[config.mk]
export PLATFORM = sky130hd
export DESIGN_NAME = slk_master_flat
export DESIGN_NICKNAME = d
export VERILOG_FILES = /design/src/hdl/slk_pkg.sv /design/src/hdl/slk_link_if.sv /design/src/hdl/slk_master.sv /design/src/flat_wrapper.sv
export VERILOG_INCLUDE_DIRS = /design/src /design/src/hdl
export SDC_FILE = /design/constraint.sdc
export NUM_CORES = 1
export LEC_CHECK = 0
export BUFFER_PORTS_ARGS = -buffer_cell sky130_fd_sc_hd__buf_4
export CORE_ASPECT_RATIO = 0.7
export CORE_MARGIN = 8
export CORE_UTILIZATION = 44
export CTS_BUF_LIST = sky130_fd_sc_hd__clkbuf_4 sky130_fd_sc_hd__clkbuf_8
export CTS_CLUSTER_DIAMETER = 40
export CTS_CLUSTER_SIZE = 16
export DETAILED_ROUTE_END_ITERATION = 10
export PLACE_DENSITY_LB_ADDON = 0.3
export SLEW_MARGIN = 20
export SYNTH_ARGS = -nofsm -noshare
export SYNTH_HDL_FRONTEND = slang
export SYNTH_SLANG_ARGS = --single-unit
[constraint.sdc]
create_clock -name clk_sys -period 3.63 [get_ports clk_sys]
set_input_delay 0.726 -clock clk_sys [delete_from_list [all_inputs] [get_ports clk_sys]]
set_output_delay 0.726 -clock clk_sys [all_outputs]
set_load 0.05 [all_outputs]
[src/hdl/slk_defines.svh]
// Constants for the safety link state and diagnostic reporter
`ifndef SLK_DEFINES_SVH
`define SLK_DEFINES_SVH

// Connection state codes
`define SLK_ST_RESET 8'h64
`define SLK_ST_SESSION 8'h65
`define SLK_ST_CONN 8'h66
`define SLK_ST_PARAM 8'h67
`define SLK_ST_DATA 8'h68
`define SLK_ST_SHUT 8'h69
`define SLK_ST_SHUTDEACT 8'h6a

// Diagnostic byte: cause codes in the low nibble, flags above
`define SLK_DC_NONE 4'h0
`define SLK_DC_INV_CMD 4'h1
`define SLK_DC_UNK_CMD 4'h2
`define SLK_DC_INV_CONNID 4'h3
`define SLK_DC_BAD_CRC 4'h4
`define SLK_DC_WATCHDOG 4'h5
`define SLK_DC_INV_ADDR 4'h6
`define SLK_DC_INV_DATA 4'h7
`define SLK_DC_COMPRM_LEN 4'h8
`define SLK_DC_COMPRM 4'h9
`define SLK_DC_USRPRM_LEN 4'ha
`define SLK_DC_USRPRM 4'hb
`define SLK_DC_MST_RESET 4'hc
`define SLK_DC_MODFLT_LINK 4'hd
`define SLK_DC_MODFLT_OUT 4'he
`define SLK_DC_NOT_STARTED 4'hf
`define SLK_DB_SLV_ERR 4
`define SLK_DB_SLV_FS 5
`define SLK_DB_STARTUP 6
`define SLK_DB_MST_FS 7
`define SLK_DIAG_RST 8'h40

// Register byte offsets
`define SLK_REG_CTRL 8'h00
`define SLK_REG_STATUS 8'h04
`define SLK_REG_IRQ_STAT 8'h08
`define SLK_REG_IRQ_MASK 8'h0c
`define SLK_REG_SAFE_OUT 8'h10
`define SLK_REG_PIMG_DIAG 8'h14
`define SLK_REG_PIMG_IO 8'h18

// Control register fields
`define SLK_CB_ACTIVATE 0
`define SLK_CB_DEACTIVATE 1
`define SLK_CB_MST_RESET 2
`define SLK_CB_MODFLT_LINK 3
`define SLK_CB_ERRACK 4
`define SLK_CB_OUT_SLAVE 5
`define SLK_CB_MAP_STATE 6
`define SLK_CB_MAP_DIAG 7
`define SLK_CB_MAP_IN 8
`define SLK_CB_MAP_OUT 9
`define SLK_CTRL_W 10

// Interrupt status fields
`define SLK_IB_FAULT 0
`define SLK_IB_DATA 1
`define SLK_IB_SHUT 2
`define SLK_IRQ_W 3

// Watchdog
`define SLK_CLK_MHZ 10
`define SLK_WD_TIME_MS 100
`define SLK_WD_CYCLES (`SLK_WD_TIME_MS * 1000 * `SLK_CLK_MHZ)

`endif

[src/hdl/slk_pkg.sv]
// Types shared by both ends of the safety link
package slk_pkg;
  typedef enum logic [2:0] {
    SLK_CMD_NONE = 3'h0,
    SLK_CMD_RESET = 3'h1,
    SLK_CMD_SESSION = 3'h2,
    SLK_CMD_CONN = 3'h3,
    SLK_CMD_PARAM = 3'h4,
    SLK_CMD_DATA = 3'h5,
    SLK_CMD_SHUTDOWN = 3'h6,
    SLK_CMD_BAD = 3'h7
  } slk_cmd_t;

  typedef enum logic [6:0] {
    SLK_PH_RESET = 7'h01,
    SLK_PH_SESSION = 7'h02,
    SLK_PH_CONN = 7'h04,
    SLK_PH_PARAM = 7'h08,
    SLK_PH_DATA = 7'h10,
    SLK_PH_SHUT = 7'h20,
    SLK_PH_SHUTDEACT = 7'h40
  } slk_phase_t;

  // Frame check over command, address and payload
  function automatic logic [7:0] slk_chk(
    input logic [2:0] cmd,
    input logic [7:0] addr,
    input logic [15:0] data
  );
    slk_chk = data[15:8] ^ data[7:0] ^ addr ^ {5'h00, cmd};
  endfunction : slk_chk
endpackage : slk_pkg

[src/hdl/slk_link_if.sv]
// Link between the safety master controller and the remote safety slave
interface slk_link_if;
  import slk_pkg::*;
  logic mstValid;
  logic [2:0] mstCmd;
  logic [7:0] mstAddr;
  logic [15:0] mstData;
  logic [7:0] mstChk;
  logic slvValid;
  logic [2:0] slvCmd;
  logic [7:0] slvAddr;
  logic [15:0] slvData;
  logic [7:0] slvChk;
  logic [3:0] slvCode;
  logic slvErr;
  logic slvFailsafe;
  logic slvModFault;

  modport master (
    output mstValid, mstCmd, mstAddr, mstData, mstChk,
    input slvValid, slvCmd, slvAddr, slvData, slvChk, slvCode,
    input slvErr, slvFailsafe, slvModFault
  );
  modport slave (
    input mstValid, mstCmd, mstAddr, mstData, mstChk,
    output slvValid, slvCmd, slvAddr, slvData, slvChk, slvCode,
    output slvErr, slvFailsafe, slvModFault
  );
endinterface : slk_link_if

[src/hdl/slk_master.sv]
// Safety master end: connection phase, state code and diagnostic byte
`include "slk_defines.svh"
// Contract
// - Keep diagnostic byte beside state code
// - Low nibble codes 1-7: frame faults
// - Low nibble codes 8-12: parameter, master reset
// - Code 13: module fault as link fault
// - Code 14 output module fault; 15 not started
// - Bit 4 slave error, bit 6 startup
// - Bit 5 slave applies failsafe values
// - Bit 7 master applies failsafe values
// - State 100 in reset phase
// - Session phase 101 exchanges session ids
// - Connection phase 102 sends connection id
// - Parameter phase 103 transfers parameters
// - Data phase 104 cycles until error/stop
// - State 105 after shutdown by partner
// - State 106 after shutdown by deactivate
// - Map state, diagnostics into process image
// - Map safe inputs and outputs too
module slk_master
  import slk_pkg::*;
#(
  parameter int WD_CYCLES = `SLK_WD_CYCLES,
  parameter logic [7:0] SLAVE_ADDR = 8'h01,
  parameter logic [15:0] CONN_ID = 16'h0001,
  parameter logic [15:0] PRM_WORD = 16'h0204
)
(
  input wire logic clk_sys,
  input wire logic rst_n,
  slk_link_if.master link,
  input wire logic [7:0] regAddr,
  input wire logic [31:0] regWdata,
  input wire logic regWr,
  input wire logic regRd,
  output logic [31:0] regRdata,
  output logic irq
);
  slk_phase_t phase_q, phase_d;
  logic waitRsp_q, waitRsp_d;
  logic [31:0] wdCnt_q, wdCnt_d;
  logic [3:0] code_q, code_d;
  logic slvErr_q, slvErr_d;
  logic slvFs_q, slvFs_d;
  logic mstFs_q, mstFs_d;
  logic [15:0] safeIn_q, safeIn_d;
  logic txValid_q, txValid_d;
  logic [2:0] txCmd_q, txCmd_d;
  logic [15:0] txData_q, txData_d;
  logic [`SLK_CTRL_W-1:0] ctrl_q, ctrl_d;
  logic [15:0] safeOut_q, safeOut_d;
  logic [`SLK_IRQ_W-1:0] irqStat_q, irqStat_d;
  logic [`SLK_IRQ_W-1:0] irqMask_q, irqMask_d;
  logic [15:0] pimgDiag_q, pimgDiag_d;
  logic [31:0] pimgIo_q, pimgIo_d;
  logic [31:0] rdata_q, rdata_d;
  logic [7:0] stateCode;
  logic [7:0] diag;
  logic [2:0] expCmd;
  logic fault;
  logic [3:0] faultCode;
  logic [`SLK_IRQ_W-1:0] evt;

  always_comb
  begin
    case (phase_q)
      SLK_PH_RESET: stateCode = `SLK_ST_RESET;
      SLK_PH_SESSION: stateCode = `SLK_ST_SESSION;
      SLK_PH_CONN: stateCode = `SLK_ST_CONN;
      SLK_PH_PARAM: stateCode = `SLK_ST_PARAM;
      SLK_PH_DATA: stateCode = `SLK_ST_DATA;
      SLK_PH_SHUT: stateCode = `SLK_ST_SHUT;
      SLK_PH_SHUTDEACT: stateCode = `SLK_ST_SHUTDEACT;
      default: stateCode = `SLK_ST_RESET;
    endcase
    case (phase_q)
      SLK_PH_SESSION: expCmd = SLK_CMD_SESSION;
      SLK_PH_CONN: expCmd = SLK_CMD_CONN;
      SLK_PH_PARAM: expCmd = SLK_CMD_PARAM;
      SLK_PH_DATA: expCmd = SLK_CMD_DATA;
      default: expCmd = SLK_CMD_RESET;
    endcase
  end

  // Diagnostic byte assembled from registered flags, the phase and the latched cause
  always_comb
  begin
    diag = {4'h0, code_q};
    diag[`SLK_DB_SLV_ERR] = slvErr_q;
    diag[`SLK_DB_SLV_FS] = slvFs_q;
    diag[`SLK_DB_STARTUP] = (phase_q != SLK_PH_DATA);
    diag[`SLK_DB_MST_FS] = mstFs_q;
  end

  // Protocol sequencing
  always_comb
  begin
    phase_d = phase_q;
    waitRsp_d = waitRsp_q;
    wdCnt_d = wdCnt_q;
    code_d = code_q;
    slvErr_d = slvErr_q;
    slvFs_d = slvFs_q;
    mstFs_d = mstFs_q;
    safeIn_d = safeIn_q;
    txValid_d = 1'b0;
    txCmd_d = txCmd_q;
    txData_d = txData_q;
    fault = 1'b0;
    faultCode = `SLK_DC_NONE;
    if (waitRsp_q && !link.slvValid)
    begin
      wdCnt_d = wdCnt_q + 32'h1;
      if (wdCnt_q >= WD_CYCLES - 1)
      begin
        fault = 1'b1;
        faultCode = `SLK_DC_WATCHDOG;
      end
    end
    if (waitRsp_q && link.slvValid)
    begin
      waitRsp_d = 1'b0;
      slvErr_d = link.slvErr;
      slvFs_d = link.slvFailsafe;
      fault = 1'b1;
      if (link.slvChk != slk_chk(link.slvCmd, link.slvAddr, link.slvData))
        faultCode = `SLK_DC_BAD_CRC;
      else if (link.slvAddr != SLAVE_ADDR)
        faultCode = `SLK_DC_INV_ADDR;
      else if (link.slvCmd == SLK_CMD_NONE || link.slvCmd == SLK_CMD_BAD)
        faultCode = `SLK_DC_UNK_CMD;
      else if (link.slvCmd == SLK_CMD_RESET && link.slvCode != 4'h0)
        faultCode = link.slvCode;
      else if (link.slvCmd == SLK_CMD_SHUTDOWN)
      begin
        fault = 1'b0;
        phase_d = SLK_PH_SHUT;
        mstFs_d = 1'b1;
      end
      else if (link.slvCmd != expCmd)
        faultCode = `SLK_DC_INV_CMD;
      else if (phase_q == SLK_PH_DATA && link.slvModFault &&
               ctrl_q[`SLK_CB_MODFLT_LINK])
        faultCode = `SLK_DC_MODFLT_LINK;
      else if (phase_q == SLK_PH_DATA && link.slvModFault &&
               ctrl_q[`SLK_CB_ERRACK] && ctrl_q[`SLK_CB_OUT_SLAVE])
        faultCode = `SLK_DC_MODFLT_OUT;
      else if (phase_q == SLK_PH_SESSION && link.slvData == 16'h0000)
        faultCode = `SLK_DC_INV_DATA;
      else if (phase_q == SLK_PH_CONN && link.slvData != CONN_ID)
        faultCode = `SLK_DC_INV_CONNID;
      else
      begin
        fault = 1'b0;
        case (phase_q)
          SLK_PH_RESET: phase_d = SLK_PH_SESSION;
          SLK_PH_SESSION: phase_d = SLK_PH_CONN;
          SLK_PH_CONN: phase_d = SLK_PH_PARAM;
          SLK_PH_PARAM:
          begin
            phase_d = SLK_PH_DATA;
            code_d = `SLK_DC_NONE;
            mstFs_d = 1'b0;
          end
          SLK_PH_DATA: safeIn_d = link.slvData;
          default: phase_d = phase_q;
        endcase
      end
    end
    // Send the next frame once the previous answer is in
    if (!waitRsp_d && !fault && !txValid_q &&
        (phase_d == SLK_PH_RESET ? ctrl_q[`SLK_CB_ACTIVATE] :
         (phase_d != SLK_PH_SHUT && phase_d != SLK_PH_SHUTDEACT)))
    begin
      txValid_d = 1'b1;
      waitRsp_d = 1'b1;
      wdCnt_d = 32'h0;
      case (phase_d)
        SLK_PH_SESSION:
        begin
          txCmd_d = SLK_CMD_SESSION;
          txData_d = wdCnt_q[15:0] | 16'h0001;
        end
        SLK_PH_CONN:
        begin
          txCmd_d = SLK_CMD_CONN;
          txData_d = CONN_ID;
        end
        SLK_PH_PARAM:
        begin
          txCmd_d = SLK_CMD_PARAM;
          txData_d = PRM_WORD;
        end
        SLK_PH_DATA:
        begin
          txCmd_d = SLK_CMD_DATA;
          txData_d = safeOut_q;
        end
        default:
        begin
          txCmd_d = SLK_CMD_RESET;
          txData_d = 16'h0000;
        end
      endcase
    end
    // Software reset takes priority over link events
    if (ctrl_q[`SLK_CB_MST_RESET])
    begin
      fault = 1'b1;
      faultCode = `SLK_DC_MST_RESET;
    end
    if (fault)
    begin
      phase_d = SLK_PH_RESET;
      code_d = faultCode;
      mstFs_d = 1'b1;
      waitRsp_d = 1'b0;
      txValid_d = 1'b0;
    end
    if (ctrl_q[`SLK_CB_DEACTIVATE])
    begin
      phase_d = SLK_PH_SHUTDEACT;
      mstFs_d = 1'b1;
      waitRsp_d = 1'b0;
      txValid_d = 1'b0;
    end
    else if (phase_q == SLK_PH_SHUTDEACT)
      phase_d = SLK_PH_RESET;
  end

  assign evt[`SLK_IB_FAULT] = fault;
  assign evt[`SLK_IB_DATA] = (phase_d == SLK_PH_DATA) &&
                             (phase_q != SLK_PH_DATA);
  assign evt[`SLK_IB_SHUT] = (phase_d == SLK_PH_SHUT ||
                              phase_d == SLK_PH_SHUTDEACT) &&
                             phase_d != phase_q;

  // Register port and process image
  always_comb
  begin
    ctrl_d = ctrl_q;
    ctrl_d[`SLK_CB_MST_RESET] = 1'b0;
    safeOut_d = safeOut_q;
    irqMask_d = irqMask_q;
    irqStat_d = irqStat_q;
    rdata_d = 32'h0;
    if (regWr)
    begin
      case (regAddr)
        `SLK_REG_CTRL: ctrl_d = regWdata[`SLK_CTRL_W-1:0];
        `SLK_REG_IRQ_MASK: irqMask_d = regWdata[`SLK_IRQ_W-1:0];
        `SLK_REG_SAFE_OUT: safeOut_d = regWdata[15:0];
        default: ctrl_d = ctrl_d;
      endcase
    end
    if (regRd)
    begin
      case (regAddr)
        `SLK_REG_CTRL: rdata_d = {22'h0, ctrl_q};
        `SLK_REG_STATUS: rdata_d = {16'h0, diag, stateCode};
        `SLK_REG_IRQ_STAT:
        begin
          rdata_d = {29'h0, irqStat_q};
          irqStat_d = '0;
        end
        `SLK_REG_IRQ_MASK: rdata_d = {29'h0, irqMask_q};
        `SLK_REG_SAFE_OUT: rdata_d = {16'h0, safeOut_q};
        `SLK_REG_PIMG_DIAG: rdata_d = {16'h0, pimgDiag_q};
        `SLK_REG_PIMG_IO: rdata_d = pimgIo_q;
        default: rdata_d = 32'h0;
      endcase
    end
    // New events win over the clearing read
    irqStat_d = irqStat_d | evt;
    pimgDiag_d[7:0] = ctrl_q[`SLK_CB_MAP_STATE] ? stateCode : 8'h00;
    pimgDiag_d[15:8] = ctrl_q[`SLK_CB_MAP_DIAG] ? diag : 8'h00;
    pimgIo_d[15:0] = ctrl_q[`SLK_CB_MAP_IN] ? safeIn_q : 16'h0000;
    pimgIo_d[31:16] = ctrl_q[`SLK_CB_MAP_OUT] ? safeOut_q : 16'h0000;
  end

  always_ff @(posedge clk_sys or negedge rst_n)
  begin
    if (!rst_n)
    begin
      phase_q <= SLK_PH_RESET;
      waitRsp_q <= 1'b0;
      wdCnt_q <= 32'h0;
      code_q <= `SLK_DC_NONE;
      slvErr_q <= 1'b0;
      slvFs_q <= 1'b0;
      mstFs_q <= 1'b0;
      safeIn_q <= 16'h0000;
      txValid_q <= 1'b0;
      txCmd_q <= SLK_CMD_NONE;
      txData_q <= 16'h0000;
      ctrl_q <= '0;
      safeOut_q <= 16'h0000;
      irqStat_q <= '0;
      irqMask_q <= '0;
      pimgDiag_q <= 16'h0000;
      pimgIo_q <= 32'h0;
      rdata_q <= 32'h0;
    end
    else
    begin
      phase_q <= phase_d;
      waitRsp_q <= waitRsp_d;
      wdCnt_q <= wdCnt_d;
      code_q <= code_d;
      slvErr_q <= slvErr_d;
      slvFs_q <= slvFs_d;
      mstFs_q <= mstFs_d;
      safeIn_q <= safeIn_d;
      txValid_q <= txValid_d;
      txCmd_q <= txCmd_d;
      txData_q <= txData_d;
      ctrl_q <= ctrl_d;
      safeOut_q <= safeOut_d;
      irqStat_q <= irqStat_d;
      irqMask_q <= irqMask_d;
      pimgDiag_q <= pimgDiag_d;
      pimgIo_q <= pimgIo_d;
      rdata_q <= rdata_d;
    end
  end

  assign link.mstValid = txValid_q;
  assign link.mstCmd = txCmd_q;
  assign link.mstAddr = SLAVE_ADDR;
  assign link.mstData = txData_q;
  assign link.mstChk = slk_chk(txCmd_q, SLAVE_ADDR, txData_q);
  assign regRdata = rdata_q;
  assign irq = |(irqStat_q & irqMask_q);
endmodule : slk_master

[src/flat_wrapper.sv]
// flat-port wrapper written by rule: the top's interface ports become plain ports
module slk_master_flat import slk_pkg::*;
#(
  parameter int WD_CYCLES = `SLK_WD_CYCLES,
  parameter logic [7:0] SLAVE_ADDR = 8'h01,
  parameter logic [15:0] CONN_ID = 16'h0001,
  parameter logic [15:0] PRM_WORD = 16'h0204
)
  (clk_sys, rst_n, regAddr, regWdata, regWr, regRd, regRdata, irq, link_mstValid, link_mstCmd, link_mstAddr, link_mstData, link_mstChk, link_slvValid, link_slvCmd, link_slvAddr, link_slvData, link_slvChk, link_slvCode, link_slvErr, link_slvFailsafe, link_slvModFault);
  slk_link_if link_i ();
  input wire logic clk_sys;
  input wire logic rst_n;
  input wire logic [7:0] regAddr;
  input wire logic [31:0] regWdata;
  input wire logic regWr;
  input wire logic regRd;
  output logic [31:0] regRdata;
  output logic irq;
  output wire logic [$bits(link_i.mstValid)-1:0] link_mstValid;
  output wire logic [$bits(link_i.mstCmd)-1:0] link_mstCmd;
  output wire logic [$bits(link_i.mstAddr)-1:0] link_mstAddr;
  output wire logic [$bits(link_i.mstData)-1:0] link_mstData;
  output wire logic [$bits(link_i.mstChk)-1:0] link_mstChk;
  input wire logic [$bits(link_i.slvValid)-1:0] link_slvValid;
  input wire logic [$bits(link_i.slvCmd)-1:0] link_slvCmd;
  input wire logic [$bits(link_i.slvAddr)-1:0] link_slvAddr;
  input wire logic [$bits(link_i.slvData)-1:0] link_slvData;
  input wire logic [$bits(link_i.slvChk)-1:0] link_slvChk;
  input wire logic [$bits(link_i.slvCode)-1:0] link_slvCode;
  input wire logic [$bits(link_i.slvErr)-1:0] link_slvErr;
  input wire logic [$bits(link_i.slvFailsafe)-1:0] link_slvFailsafe;
  input wire logic [$bits(link_i.slvModFault)-1:0] link_slvModFault;
  assign link_mstValid = link_i.mstValid;
  assign link_mstCmd = link_i.mstCmd;
  assign link_mstAddr = link_i.mstAddr;
  assign link_mstData = link_i.mstData;
  assign link_mstChk = link_i.mstChk;
  assign link_i.slvValid = link_slvValid;
  assign link_i.slvCmd = link_slvCmd;
  assign link_i.slvAddr = link_slvAddr;
  assign link_i.slvData = link_slvData;
  assign link_i.slvChk = link_slvChk;
  assign link_i.slvCode = link_slvCode;
  assign link_i.slvErr = link_slvErr;
  assign link_i.slvFailsafe = link_slvFailsafe;
  assign link_i.slvModFault = link_slvModFault;
  slk_master #(.WD_CYCLES(WD_CYCLES), .SLAVE_ADDR(SLAVE_ADDR), .CONN_ID(CONN_ID), .PRM_WORD(PRM_WORD)) u_core (.clk_sys(clk_sys), .rst_n(rst_n), .link(link_i), .regAddr(regAddr), .regWdata(regWdata), .regWr(regWr), .regRd(regRd), .regRdata(regRdata), .irq(irq));
endmodule
Yosys cells after proc, flatten, opt, wreduce, memory -nomap -nowiden
Cells that the tools add are included.
{"block": "totals", "output_inout_bits": 69, "elab_cells": 221, "ff_bits": 195, "input_bits": 87}
{"block": "classes", "n_eq_ne": 51, "n_reduce_logical": 37, "addsub": 1, "mux": 94, "bitwise_logic": 18, "magnitude_cmp": 1}
{"operator": "one-hot mux 32 bit (7 select lines)", "count": 1}
{"operator": "2-to-1 mux 7 bit", "count": 15}
{"operator": "2-to-1 mux 4 bit", "count": 26}
{"operator": "2-to-1 mux 32 bit", "count": 3}
{"operator": "one-hot mux 16 bit (4 select lines)", "count": 1}
{"operator": "2-to-1 mux 1 bit", "count": 36}
{"operator": "adder 32 x 1 -> 32 bit (second input constant)", "count": 1}
{"operator": ">= comparator 32 x 20 -> 1 bit (second input constant)", "count": 1}
{"operator": "2-to-1 mux 16 bit", "count": 2}
{"operator": "one-hot mux 7 bit (4 select lines)", "count": 1}
{"operator": "== test 8 x 5 -> 1 bit (second input constant)", "count": 3}
{"operator": "one-hot mux 3 bit (4 select lines)", "count": 2}
{"operator": "one-hot mux 4 bit (6 select lines)", "count": 1}
{"operator": "AND reduction 12 bit", "count": 2}
{"operator": "bitwise XOR 8 bit", "count": 3}
{"operator": "== test 7 x 5 -> 1 bit (second input constant)", "count": 3}
{"operator": "!= test 2 x 1 -> 1 bit (second input constant)", "count": 10}
{"operator": "!= test 4 x 1 -> 1 bit (second input constant)", "count": 5}
{"operator": "== test 8 x 4 -> 1 bit (second input constant)", "count": 2}
{"operator": "zero test 16 bit", "count": 1}
{"operator": "!= test 16 x 1 -> 1 bit (second input constant)", "count": 1}
{"operator": "bitwise XOR 8 x 3 -> 8 bit", "count": 2}
{"operator": "logical AND 1 bit", "count": 15}
{"operator": "2-to-1 mux 3 bit", "count": 5}
{"operator": "other kinds (31)", "count": 60}

Depth between registers and ports, before layout
Gate-level depths: netlist (run 1).
{"block": "logic_depth", "depth_word": 21, "mapped_depth": 14, "ltp_nobuf": 11}

Least setup slack after synthesis (run 1)
Ideal clock, no wire load.
{"block": "synth_path", "path_kind": "input -> register", "from": "in link_slvCmd[2]", "to": "reg u_core.txData_q[11], in the netlist u_core.link.mstData[11]", "setup_time_ps": 121, "setup_slack_ps": 0, "arrival_ps": 3509, "path_buffers": 3, "t_required_ps": 3509, "cell_stages": 13, "cell_sequence": "clkbuf_1 -> xnor3_1 -> xnor2_1 -> nor4_4 -> nand4_1 -> o31a_1 -> o21ai_2 -> nand2_2 -> o311a_1 -> buf_2 -> o21a_2 -> buf_6 -> a22o_1"}
{"block": "synth_between", "elab_chain_len": 12, "word_cells_on_any_way": 37, "cone_classes": "eq/ne (12); mux (16); bitwise (1); reduce/logical (8)"}
{"item": "start: declaration", "line": "flat_wrapper.sv:25", "rtl": "input wire logic [$bits(link_i.slvCmd)-1:0] link_slvCmd;"}
{"item": "!= test 3 bit", "line": "slk_master.sv:141", "rtl": "else if (link.slvCmd != expCmd)"}
{"item": "2-to-1 mux 7 bit / 2-to-1 mux 1 bit (equally long branches)", "line": "slk_master.sv:141"}
{"item": "2-to-1 mux 7 bit / 2-to-1 mux 1 bit (equally long branches)", "line": "slk_master.sv:135", "rtl": "else if (link.slvCmd == SLK_CMD_SHUTDOWN)"}
{"item": "2-to-1 mux 7 bit / 2-to-1 mux 1 bit (equally long branches)", "line": "slk_master.sv:133", "rtl": "else if (link.slvCmd == SLK_CMD_RESET && link.slvCode != 4'h0)"}
{"item": "2-to-1 mux 7 bit / 2-to-1 mux 1 bit (equally long branches)", "line": "slk_master.sv:131", "rtl": "else if (link.slvCmd == SLK_CMD_NONE || link.slvCmd == SLK_CMD_BAD)"}
{"item": "2-to-1 mux 7 bit / 2-to-1 mux 1 bit (equally long branches)", "line": "slk_master.sv:129", "rtl": "else if (link.slvAddr != SLAVE_ADDR)"}
{"item": "2-to-1 mux 7 bit / 2-to-1 mux 1 bit (equally long branches)", "line": "slk_master.sv:127", "rtl": "if (link.slvChk != slk_chk(link.slvCmd, link.slvAddr, link.slvData))"}
{"item": "2-to-1 mux 7 bit / 2-to-1 mux 1 bit (equally long branches)", "line": "slk_master.sv:121", "rtl": "if (waitRsp_q && link.slvValid)"}
{"item": "!= test 7 x 6 -> 1 bit (tied with other cells)", "line": "slk_master.sv:174", "rtl": "(phase_d != SLK_PH_SHUT && phase_d != SLK_PH_SHUTDEACT)))"}
{"item": "logical AND 1 bit (on tied branches)", "line": "slk_master.sv:174, slk_master.sv:172"}
{"item": "2-to-1 mux 1 bit / logical AND 1 bit (equally long branches)", "line": "slk_master.sv:173, slk_master.sv:172"}
{"item": "logical AND 1 bit", "line": "slk_master.sv:172", "rtl": "if (!waitRsp_d && !fault && !txValid_q &&"}
{"item": "end signal: assignment", "line": "slk_master.sv:317", "rtl": "txData_q <= txData_d;"}
{"item": "end: declaration", "line": "slk_master.sv:50", "rtl": "logic [15:0] txData_q, txData_d;"}
Parallel ways exist; a longest one is shown, timed or not.
A chain may end at the register's enable or synchronous reset.

Worst setup path in the final report (run 1)
{"block": "layout_path", "from": "reg u_core.phase_q[1]", "to": "reg u_core.txData_q[10], in the netlist u_core.link.mstData[10]"}
{"block": "layout_between", "elab_chain_len": 17, "word_cells_on_any_way": 50, "cone_classes": "eq/ne (13); mux (26); reduce/logical (11)"}
{"item": "start: declaration", "line": "slk_master.sv:40", "rtl": "slk_phase_t phase_q, phase_d;"}
{"item": "start signal: assignment", "line": "slk_master.sv:307", "rtl": "phase_q <= phase_d;"}
{"item": "== test 7 x 4 -> 1 bit (tied with other cells)", "line": "slk_master.sv:77, slk_master.sv:156"}
{"item": "one-hot mux 7 bit (4 select lines) (tied with other cells)", "line": "slk_master.sv:156", "rtl": "case (phase_q)"}
{"item": "2-to-1 mux 7 bit (tied with other cells)", "line": "slk_master.sv:151", "rtl": "else if (phase_q == SLK_PH_CONN && link.slvData != CONN_ID)"}
{"item": "2-to-1 mux 7 bit (tied with other cells)", "line": "slk_master.sv:149", "rtl": "else if (phase_q == SLK_PH_SESSION && link.slvData == 16'h0000)"}
{"item": "2-to-1 mux 7 bit / 2-to-1 mux 1 bit (equally long branches)", "line": "slk_master.sv:146", "rtl": "else if (phase_q == SLK_PH_DATA && link.slvModFault &&"}
{"item": "2-to-1 mux 7 bit / 2-to-1 mux 1 bit (equally long branches)", "line": "slk_master.sv:143", "rtl": "else if (phase_q == SLK_PH_DATA && link.slvModFault &&"}
{"item": "2-to-1 mux 7 bit / 2-to-1 mux 1 bit (equally long branches)", "line": "slk_master.sv:141"}
{"item": "2-to-1 mux 7 bit / 2-to-1 mux 1 bit (equally long branches)", "line": "slk_master.sv:135"}
{"item": "2-to-1 mux 7 bit / 2-to-1 mux 1 bit (equally long branches)", "line": "slk_master.sv:133"}
{"item": "2-to-1 mux 7 bit / 2-to-1 mux 1 bit (equally long branches)", "line": "slk_master.sv:131"}
{"item": "2-to-1 mux 7 bit / 2-to-1 mux 1 bit (equally long branches)", "line": "slk_master.sv:129"}
{"item": "2-to-1 mux 7 bit / 2-to-1 mux 1 bit (equally long branches)", "line": "slk_master.sv:127"}
{"item": "2-to-1 mux 7 bit / 2-to-1 mux 1 bit (equally long branches)", "line": "slk_master.sv:121"}
{"item": "!= test 7 x 6 -> 1 bit (tied with other cells)", "line": "slk_master.sv:174"}
{"item": "logical AND 1 bit (on tied branches)", "line": "slk_master.sv:174, slk_master.sv:172"}
{"item": "2-to-1 mux 1 bit / logical AND 1 bit (equally long branches)", "line": "slk_master.sv:173, slk_master.sv:172"}
{"item": "logical AND 1 bit", "line": "slk_master.sv:172"}
Parallel ways exist; a longest one is shown, timed or not.

==> qor.csv, run 1 <==
stage,metric,value,unit
clock_network,TritonCTS clock tree,built,
critical_path,"Data required, critical path",4040,ps
yosys,"Seq/Total Area, Yosys",51.7,%
timing,Max-slew headroom,48.8,%
yosys,Async SR Flop Fraction,100,%
power_and_ir_drop,Pleak,5.71,nW
clock_network,clk_lat worst skew,470,ps
grt,first-pass GRT wire length,41700,µm
grt,gr usage total,20.5,%
floorplanning,Top Ports,156,
yosys,"top cells by area, synth","dfrtp_1 51%, mux2_2 5.6%, xor2_1 3.4%",
grt,largest net degree at the start of global routing,101,
critical_path,crit path kind,reg2reg,
layout,most frequent cells in the layout,"238 x buf_4, 191 x dfrtp_1, 78 x nor2_1",
critical_path,CP max FO,15,
timing,TNS Setup,0,ps
layout,fill cell count,1794,
yosys,post-synth top area cell,dfrtp_1,
yosys,post-synthesis cell area,9300,µm²
timing,final worst-path cycle share,96.4,%
grt,GR Overflow Total,0,
floorplanning,Core ar.,20800,µm²
timing,worst hold slack,325,ps
floorplanning,# rows,44,
clock_network,H-tree lvl count,4,
routing,uppermost layer routed,met5,
clock_network,maximum clock insertion buffer count,2,
critical_path,Worst EP arrival,3910,ps
routing,Initial DRT Pass Iterations,5,
clock_network,cts bufs inserted,17,
routing,vias,7599,
layout,"most common cell after layout, fill and taps aside",buf_4,
clock_network,clock sink count,192,
yosys,"Distinct cells, synth",85,
routing,Routed WL,26500,µm
critical_path,critical path launch point type,flip-flop,
layout,flip-flop and latch area,4810,µm²
routing,routed wl met2,11100,µm
layout,Final Non-Filler Cells,1374,
placed_design,post-DP HPWL,20400,µm
layout,Multi-input gate area,4250,µm²
timing,final hold vios,0,
critical_path,Setup crit end kind,flip-flop,
routing,drt drc,0,
timing,f_max,286,MHz
routing,WL/cell,19.3,µm
yosys,Syn Inst Count,861,
placed_design,placed insts,1341,
yosys,"Primary FF master, synth",dfrtp_1,
placed_design,number of port buffers,131,
floorplanning,Die H,138,µm
power_and_ir_drop,worst vdd ir,0.239,mV
min_path,Hold Path Class,in2async,
timing,post-layout min period,3500,ps
routing,vias per cell,5.53,
timing,Slew @ Worst Pin,757,ps
job,max-cap violations,0,
power_and_ir_drop,PwrDens,395,nW/µm²
timing,unrepaired setup endpoints after global routing,false,
layout,Final #Nets,1173,
critical_path,"reg-to-reg slack, setup",130,ps
layout,share of cells above drive strength 1,32.3,%
routing,met3 routed WL,1920,µm
yosys,YS warnings,0,
yosys,syn avg cell area,10.8,µm²
yosys,Post-synth EDFFs,0,
yosys,number of synthesized register bits,192,
layout,area grow syn2layout,26.5,%
run_status,status,finished clean,
routing,antenna-violating nets left,0,
layout,ant diodes,0,
layout,fin area,11800,µm²
routing,Metal-1 WL,13100,µm
floorplanning,initial core utilization,44.8,%
timing,max-slew violation count,0,
clock_network,clk root buf,clkbuf_8,
grt,initial antenna violation count,1,
placed_design,Final GP Congestion,0.906,
clock_network,"Reg clk slew, reported paths",100,ps
floorplanning,Die Width,190,µm
routing,Detailed Route Iter0 Violations,765,
placed_design,Post-DP Area,11300,µm²
grt,number of global-route vias before repair,7314,
layout,final core utilization,56.7,%
floorplanning,Die ar.,26100,µm²
yosys,Yosys top cell area share,51.4,%
timing,final setup fails,0,
timing,skew final,16.8,ps
synthesized netlist by cell type (4+ instances only):
cell	n
and3_1	23
nor4_1	16
inv_1	12
nand2_1	57
nand4_1	12
buf_2	8
clkbuf_1	22
nand3_1	24
or3_1	8
a22oi_1	23
xor2_1	36
a222oi_1	5
nand2b_1	4
mux2_2	46
a31oi_1	10
and2_1	46
dfrtp_1	191
o31ai_1	6
nor3_1	17
nor2_1	78
nor2b_1	4
o21ai_1	4
xnor2_1	34
a22o_1	28
buf_4	11
buf_6	4
a21o_1	6
a21oi_1	26
o21ai_0	17
a211oi_1	4
state kept, by name, summed over array words and instances (netlist names), 3 cells and up:
register	flops
u_core.pimgIo_q	32
u_core.regRdata	32
u_core.wdCnt_q	32
u_core.link.mstData	16
u_core.safeIn_q	16
u_core.safeOut_q	16
u_core.pimgDiag_q	13
u_core.ctrl_q	10
u_core.phase_q	7
u_core.code_q	4
u_core.irqMask_q	3
u_core.irqStat_q	3
u_core.link.mstCmd	3
critical path, cell delays in order (launching register included):
cell and delay (ps):
dfrtp_1 400, buf_4 160, or4b_4 490, or2_4 270, o21ai_2 140, a221o_1 190
buf_4 150, nor4_1 50, buf_4 150, nor3_4 270, or3b_4 460, nor3b_4 250
buf_12 170, a22o_1 150, a22o_1 130
layout make-up:
type	count	share of cell area, %
clock inverters	13	1.18
clock buffers	19	2.22
well taps	276	2.94
multi-input cells	617	36.2
flip-flops and latches	192	40.9
repair buffers	245	16.3
inverters	12	0.383
report_power, final:
group          internal [mW]  switching [mW]
Clock                  0.552           0.830
Combinational          0.422           0.539
Sequential              2.21          0.0939
Total                   3.18            1.46
metrics by stage:
step	power, mW	setup WS [ps]
5_1_grt	4.86	11.4
2_1_floorplan	2.83	0.306
3_3_place_gp	3.28	-227
4_1_cts	4.66	88.7
3_5_place_dp	3.29	-285
6_report	4.64	131
path summary, 6_finish.rpt:
| path | startpoint | endpoint | cells past startpoint |
|---|---|---|---|
| min in group clk_sys | u_core.ctrl_q[6] | u_core.pimgDiag_q[6] | 0 |
| setup / recovery | u_core.phase_q[1] | u_core.link.mstData[10] | 14 |
| max in group asynchronous | rst_n | u_core.phase_q[0] | 2 |
| setup reg to reg | u_core.phase_q[1] | u_core.link.mstData[10] | 14 |
| hold / removal | rst_n | u_core.safeIn_q[12] | 1 |
| hold reg to reg | u_core.ctrl_q[6] | u_core.pimgDiag_q[6] | 0 |
per-layer routing:
metal	global-route usage (%)	vias to the layer above
met5	0	-
met4	4.98	2
met3	4.98	32
met2	28.9	274
met1	30.9	3746
li1	-	3545
kinds of logic (layout without fill, tap and decap cells):
group	count (synthesis)	count (layout)	synth area share (%)
simple gates	318	318	18.6
flops	192	192	51.7
compound gates	170	170	13.5
xor+xnor	72	72	7.08
buf+inv	58	289	3.22
mux	47	47	5.68
fa+ha+maj	2	2	0.242
other cells	2	8	0.0808
timing repair:
item	CTS	global route
hold buffers	0	0
setup buffers	0	1
gates resized for setup	0	5
setup endpoints to repair	0	16
No activity file was read; power rests on OpenSTA's default activity.
==> run 2: changes to the inputs <==
Settings changed: PLACE_DENSITY set to 0.66, PLACE_DENSITY_LB_ADDON 0.3 to unset.
==> run 2 against run 1 <==
Worst setup slack worse by 9.8 ps. Final cell count is 0.22% lower. First-iteration DRC count is 5.2% higher. Maximum frequency is 0.28% lower. Global-route usage is 0.24 points lower. Clock power is 7% higher. Power is 2.1% higher. Core utilization hardly changed. Highest routed layer unchanged. Non-clock buffer count is 3 lower. Worst hold slack worse by 12 ps.
==> qor.csv, run 2 (same netlist as run 1, synthesis figures left out) <==
stage,metric,value,unit
floorplanning,Die Width,190,µm
critical_path,Setup crit end kind,flip-flop,
layout,Final #Nets,1170,
floorplanning,Core ar.,20800,µm²
timing,Max-slew headroom,47.4,%
timing,final setup fails,0,
floorplanning,Die ar.,26100,µm²
floorplanning,initial core utilization,44.8,%
routing,WL/cell,19.3,µm
critical_path,"Data required, critical path",4040,ps
grt,GR Overflow Total,0,
job,max-cap violations,0,
timing,post-layout min period,3510,ps
power_and_ir_drop,Pleak,5.70,nW
timing,final worst-path cycle share,96.7,%
critical_path,"reg-to-reg slack, setup",120,ps
power_and_ir_drop,total power,4.74,mW
floorplanning,Top Ports,156,
layout,"most common cell after layout, fill and taps aside",buf_4,
routing,drt drc,0,
clock_network,clk root buf,clkbuf_8,
grt,largest net degree at the start of global routing,99,
placed_design,Final GP Congestion,0.872,
placed_design,post-DP HPWL,20000,µm
routing,Routed WL,26500,µm
layout,fill cell count,1841,
routing,vias,7616,
timing,setup ws final,121,ps
critical_path,crit path from,u_core.phase_q[0],
critical_path,crit path kind,reg2reg,
clock_network,clock sink count,192,
clock_network,H-tree lvl count,4,
placed_design,number of port buffers,131,
timing,f_max,285,MHz
timing,skew final,20.9,ps
clock_network,maximum clock insertion buffer count,2,
placed_design,Place WS,-326,ps
layout,share of cells above drive strength 1,32.2,%
timing,unrepaired setup endpoints after global routing,false,
critical_path,reg2reg start,u_core.phase_q[0],
clock_network,TritonCTS clock tree,built,
timing,Slew @ Worst Pin,778,ps
routing,vias per cell,5.56,
routing,Initial DRT Pass Iterations,5,
critical_path,worst flop-to-flop path endpoint,u_core.link.mstData[6],
critical_path,CP max FO,15,
min_path,Hold Path Class,in2async,
timing,max-slew violation count,0,
floorplanning,Die H,138,µm
routing,Detailed Route Iter0 Violations,805,
floorplanning,# rows,44,
layout,most frequent cells in the layout,"234 x buf_4, 191 x dfrtp_1, 77 x nor2_1",
critical_path,Worst EP arrival,3920,ps
power_and_ir_drop,worst vdd ir,0.234,mV
critical_path,critical path launch point type,flip-flop,
layout,area grow syn2layout,26.5,%
run_status,status,finished clean,
routing,antenna-violating nets left,0,
clock_network,cts bufs inserted,17,
grt,gr usage total,20.3,%
critical_path,cells on worst reg2reg path,14,
timing,final hold vios,0,
clock_network,clk_lat worst skew,470,ps
power_and_ir_drop,PwrDens,403,nW/µm²
clock_network,hold_buf cts,0,
grt,first-pass GRT wire length,41100,µm
clock_network,"Reg clk slew, reported paths",110,ps
grt,initial antenna violation count,1,
grt,number of global-route vias before repair,7223,
layout,ant diodes,0,
-- run 2: critical path, cell delays in order (launching register included) --
cell     delay (ps)
dfstp_2         440
or4b_4          580
or2_4           270
o21ai_2         140
a221o_1         200
buf_4           120
buf_4           120
nor4_1           50
buf_4           140
nor3_4          240
or3b_4          450
nor3b_4         220
buf_12          170
a22o_1          160
a22o_1          130
-- run 2: timing repair --
action                     CTS  global route
setup buffers                0             3
setup endpoints to repair    0            21
gates resized for setup      0             5
-- run 2: worst max-delay path by stage --
| stage | to | slack [ps] | depth (start not counted) |
|---|---|---|---|
| after global routing | u_core.link.mstData[15] | 3 | 14 |
| after global placement | u_core.link.mstData[7] | -310 | 13 |
| after detailed placement | u_core.link.mstData[6] | -330 | 13 |
| final | u_core.link.mstData[6] | 120 | 14 |
| after floorplan | u_core.link.mstData[11] | 0.3 | 13 |
| after CTS | u_core.link.mstData[6] | 10 | 14 |
-- run 2: per-stage QoR --
step | hold WS (ps) | instance area, µm² | TNS, ps | cells | util, %
after floorplan | 401 | 9320 | 0 | 867 | -
after global placement | 454 | 11300 | -8370 | 1336 | 54.5
after detailed placement | 462 | 11300 | -8240 | 1336 | 54.5
after CTS | 341 | 11700 | 0 | 1368 | 56.5
after global routing | 364 | 11800 | 0 | 1371 | 56.7
final | 313 | 11800 | 0 | 1371 | 56.7
-- run 2: area by class of cell --
type                    count  area, µm²  area share [%]
multi-input cells         617       4250            36.2
clock buffers              18        248            2.11
flip-flops and latches    192       4810            40.8
repair buffers            242       1900            16.1
well taps                 276        345            2.93
clock inverters            14        174            1.48
inverters                  12       45.0           0.383
-- run 2: per-layer routing --
metal / vias to the layer above / global-route usage, % / share of wire [%]
met4: 2 / 5.02 / 1.7
met2: 304 / 28.5 / 42
li1: 3525 / - / -
met5: - / 0 / 0.049
met1: 3756 / 30.7 / 49
met3: 29 / 4.75 / 7.8
-- run 2: where the power goes --
| group | switching, mW | leakage, nW | internal [mW] |
|---|---|---|---|
| sequential | 0.0906 | 2.65 | 2.21 |
| clock | 0.857 | 0.216 | 0.613 |
| combinational | 0.550 | 2.84 | 0.423 |
| total | 1.50 | 5.70 | 3.24 |
==> run 3: changes to the inputs <==
Settings changed: CTS_BUF_LIST sky130_fd_sc_hd__clkbuf_4 sky130_fd_sc_hd__clkbuf_8 to unset.
==> run 3 against run 2 <==
Sequential power is essentially flat. Register-to-register slack lost 20 ps. Core utilization grew 1.3 points. Die area is the same. First-iteration DRC count shrank 10%. Via count grew 0.46%. Final area grew 2.3%. Final cell count grew 0.22%. Largest cell class unchanged. Largest power group unchanged.
==> qor.csv, run 3 (same netlist as run 1, synthesis figures left out) <==
stage,metric,value,unit
run_status,status,finished clean,
routing,Routed WL,26800,µm
layout,ant diodes,0,
layout,fill cell count,1802,
critical_path,"Max stage delay cell, worst path",or4b_4,
timing,final setup fails,0,
grt,met1 Use GR,30.6,%
critical_path,Most common cell on crit path,buf_4,
grt,initial antenna violation count,1,
clock_network,maximum clock insertion buffer count,2,
floorplanning,Core ar.,20800,µm²
job,max-cap violations,0,
power_and_ir_drop,worst vdd ir,0.373,mV
timing,f_max,283,MHz
clock_network,clock sink count,192,
floorplanning,Die Width,190,µm
timing,post-layout min period,3530,ps
timing,TNS Setup,0,ps
clock_network,H-tree lvl count,4,
layout,area grow syn2layout,29.4,%
grt,met3 GRT Util,4.78,%
grt,layer with the highest usage,met1,
grt,gr usage total,20.4,%
grt,GR Overflow Total,0,
layout,Final Non-Filler Cells,1374,
routing,Detailed Route Iter0 Violations,724,
critical_path,Setup crit end kind,flip-flop,
timing,max-slew violation count,0,
floorplanning,# rows,44,
layout,"most common cell after layout, fill and taps aside",buf_4,
timing,final hold vios,0,
routing,WL/cell,19.5,µm
critical_path,critical path launch point type,flip-flop,
critical_path,Worst path max stage delay,570,ps
critical_path,CP max FO,7,
critical_path,cells on worst reg2reg path,15,
clock_network,cts bufs inserted,17,
timing,skew final,14.8,ps
floorplanning,Die H,138,µm
floorplanning,Top Ports,156,
placed_design,Final GP Congestion,0.872,
timing,Max-slew headroom,45.0,%
clock_network,"Reg clk slew, reported paths",80,ps
critical_path,crit-path cells,or4b_4 -> or2_4 -> o21ai_2 -> a221o_1 -> buf_4 -> buf_4 -> nor4_1 -> buf_4 -> nor3_4 -> or3b_4 -> nor3b_4 -> buf_6 -> clkbuf_16 -> a22o_1 -> a22o_1,
timing,Slew @ Worst Pin,813,ps
grt,number of global-route vias before repair,7253,
critical_path,worst path bufs/invs,5,
layout,share of cells above drive strength 1,32.8,%
grt,largest net degree at the start of global routing,99,
clock_network,hold_buf cts,0,
routing,antenna-violating nets left,0,
layout,most frequent cells in the layout,"235 x buf_4, 191 x dfrtp_1, 77 x nor2_1",
clock_network,clk_lat worst skew,430,ps
placed_design,post-DP HPWL,20000,µm
clock_network,TritonCTS clock tree,built,
timing,final worst-path cycle share,97.3,%
layout,Final #Nets,1173,
routing,vias per cell,5.57,
critical_path,crit path kind,reg2reg,
critical_path,Crit path depth,15,
placed_design,number of port buffers,131,
grt,first-pass GRT wire length,41300,µm
critical_path,"Data required, critical path",4000,ps
power_and_ir_drop,PwrDens,432,nW/µm²
floorplanning,initial core utilization,44.8,%
critical_path,family with the most delay on the worst path,simple AND/OR/NAND/NOR gates,
grt,global-route met2 utilization,29.2,%
power_and_ir_drop,Pleak,5.82,nW
routing,vias,7651,
routing,drt drc,0,
placed_design,placed insts,1336,
min_path,Hold Path Class,in2async,
routing,Initial DRT Pass Iterations,8,
critical_path,Worst EP arrival,3900,ps
floorplanning,Die ar.,26100,µm²
clock_network,clk root buf,clkbuf_16,
## run 3: cell count changes in the layout (fill, tap and decap cells not counted)
cell | before | now
buf_4 | 234 | 235
o41ai_2 | 0 | 1
nor4_1 | 14 | 11
clkbuf_16 | 0 | 18
buf_6 | 0 | 1
clkbuf_8 | 19 | 2
nor4_2 | 3 | 6
o41ai_1 | 2 | 1
and3_2 | 1 | 0
and3_4 | 0 | 1
## run 3: what timing repair did
item / CTS / global route
setup endpoints to repair: 0 / 21
gates resized for setup: 0 / 11
setup buffers: 0 / 5
## run 3: where the power goes
| part | switching [mW] | internal [mW] |
|---|---|---|
| Clock | 0.906 | 1.02 |
| Sequential | 0.0905 | 2.21 |
| Combinational | 0.552 | 0.424 |
| Total | 1.55 | 3.65 |
## run 3: metal layers
metal | vias to the layer above | wire [µm]
met5 | - | 13
met4 | 2 | 385
met3 | 30 | 2140
met2 | 314 | 11400
met1 | 3765 | 12900
li1 | 3540 | -
## run 3: worst register-to-register path, stage by stage (launching register included)
cell	delay, ps
dfrtp_1	390
or4b_4	570
or2_4	270
o21ai_2	130
a221o_1	200
buf_4	130
buf_4	120
nor4_1	50
buf_4	140
nor3_4	250
or3b_4	460
nor3b_4	190
buf_6	150
clkbuf_16	150
a22o_1	140
a22o_1	130
## run 3: final timing paths
path / from / slack (ps) / to
setup / recovery: u_core.phase_q[3] / 100 / u_core.link.mstData[8]
hold / removal: rst_n / 370 / u_core.safeIn_q[12]
setup reg to reg: u_core.phase_q[3] / 100 / u_core.link.mstData[8]
hold reg to reg: u_core.ctrl_q[6] / 480 / u_core.pimgDiag_q[6]
max in group asynchronous: rst_n / 2450 / u_core.phase_q[0]
min in group clk_sys: u_core.ctrl_q[6] / 480 / u_core.pimgDiag_q[6]
## run 3: metrics by stage
step	setup slack [ps]	hold slack [ps]	power (mW)	area, µm²	utilization [%]
floorplan	0.306	401	2.83	9320	-
global placement	-306	454	3.26	11300	54.5
detailed placement	-326	462	3.28	11300	54.5
CTS	11.0	405	5.19	11900	57.4
global route	-17.6	431	5.42	12000	58.0
finish	99.3	370	5.20	12000	58.0
## run 3: cell type report
| type | instances | area, µm² | area share, % |
|---|---|---|---|
| Clock inverter | 14 | 174 | 1.45 |
| Sequential cell | 192 | 4810 | 39.9 |
| Timing Repair Buffer | 245 | 1940 | 16.1 |
| Tap cell | 276 | 345 | 2.87 |
| Multi-Input combinational cell | 617 | 4280 | 35.6 |
| Clock buffer | 18 | 439 | 3.65 |
| Inverter | 12 | 45.0 | 0.374 |
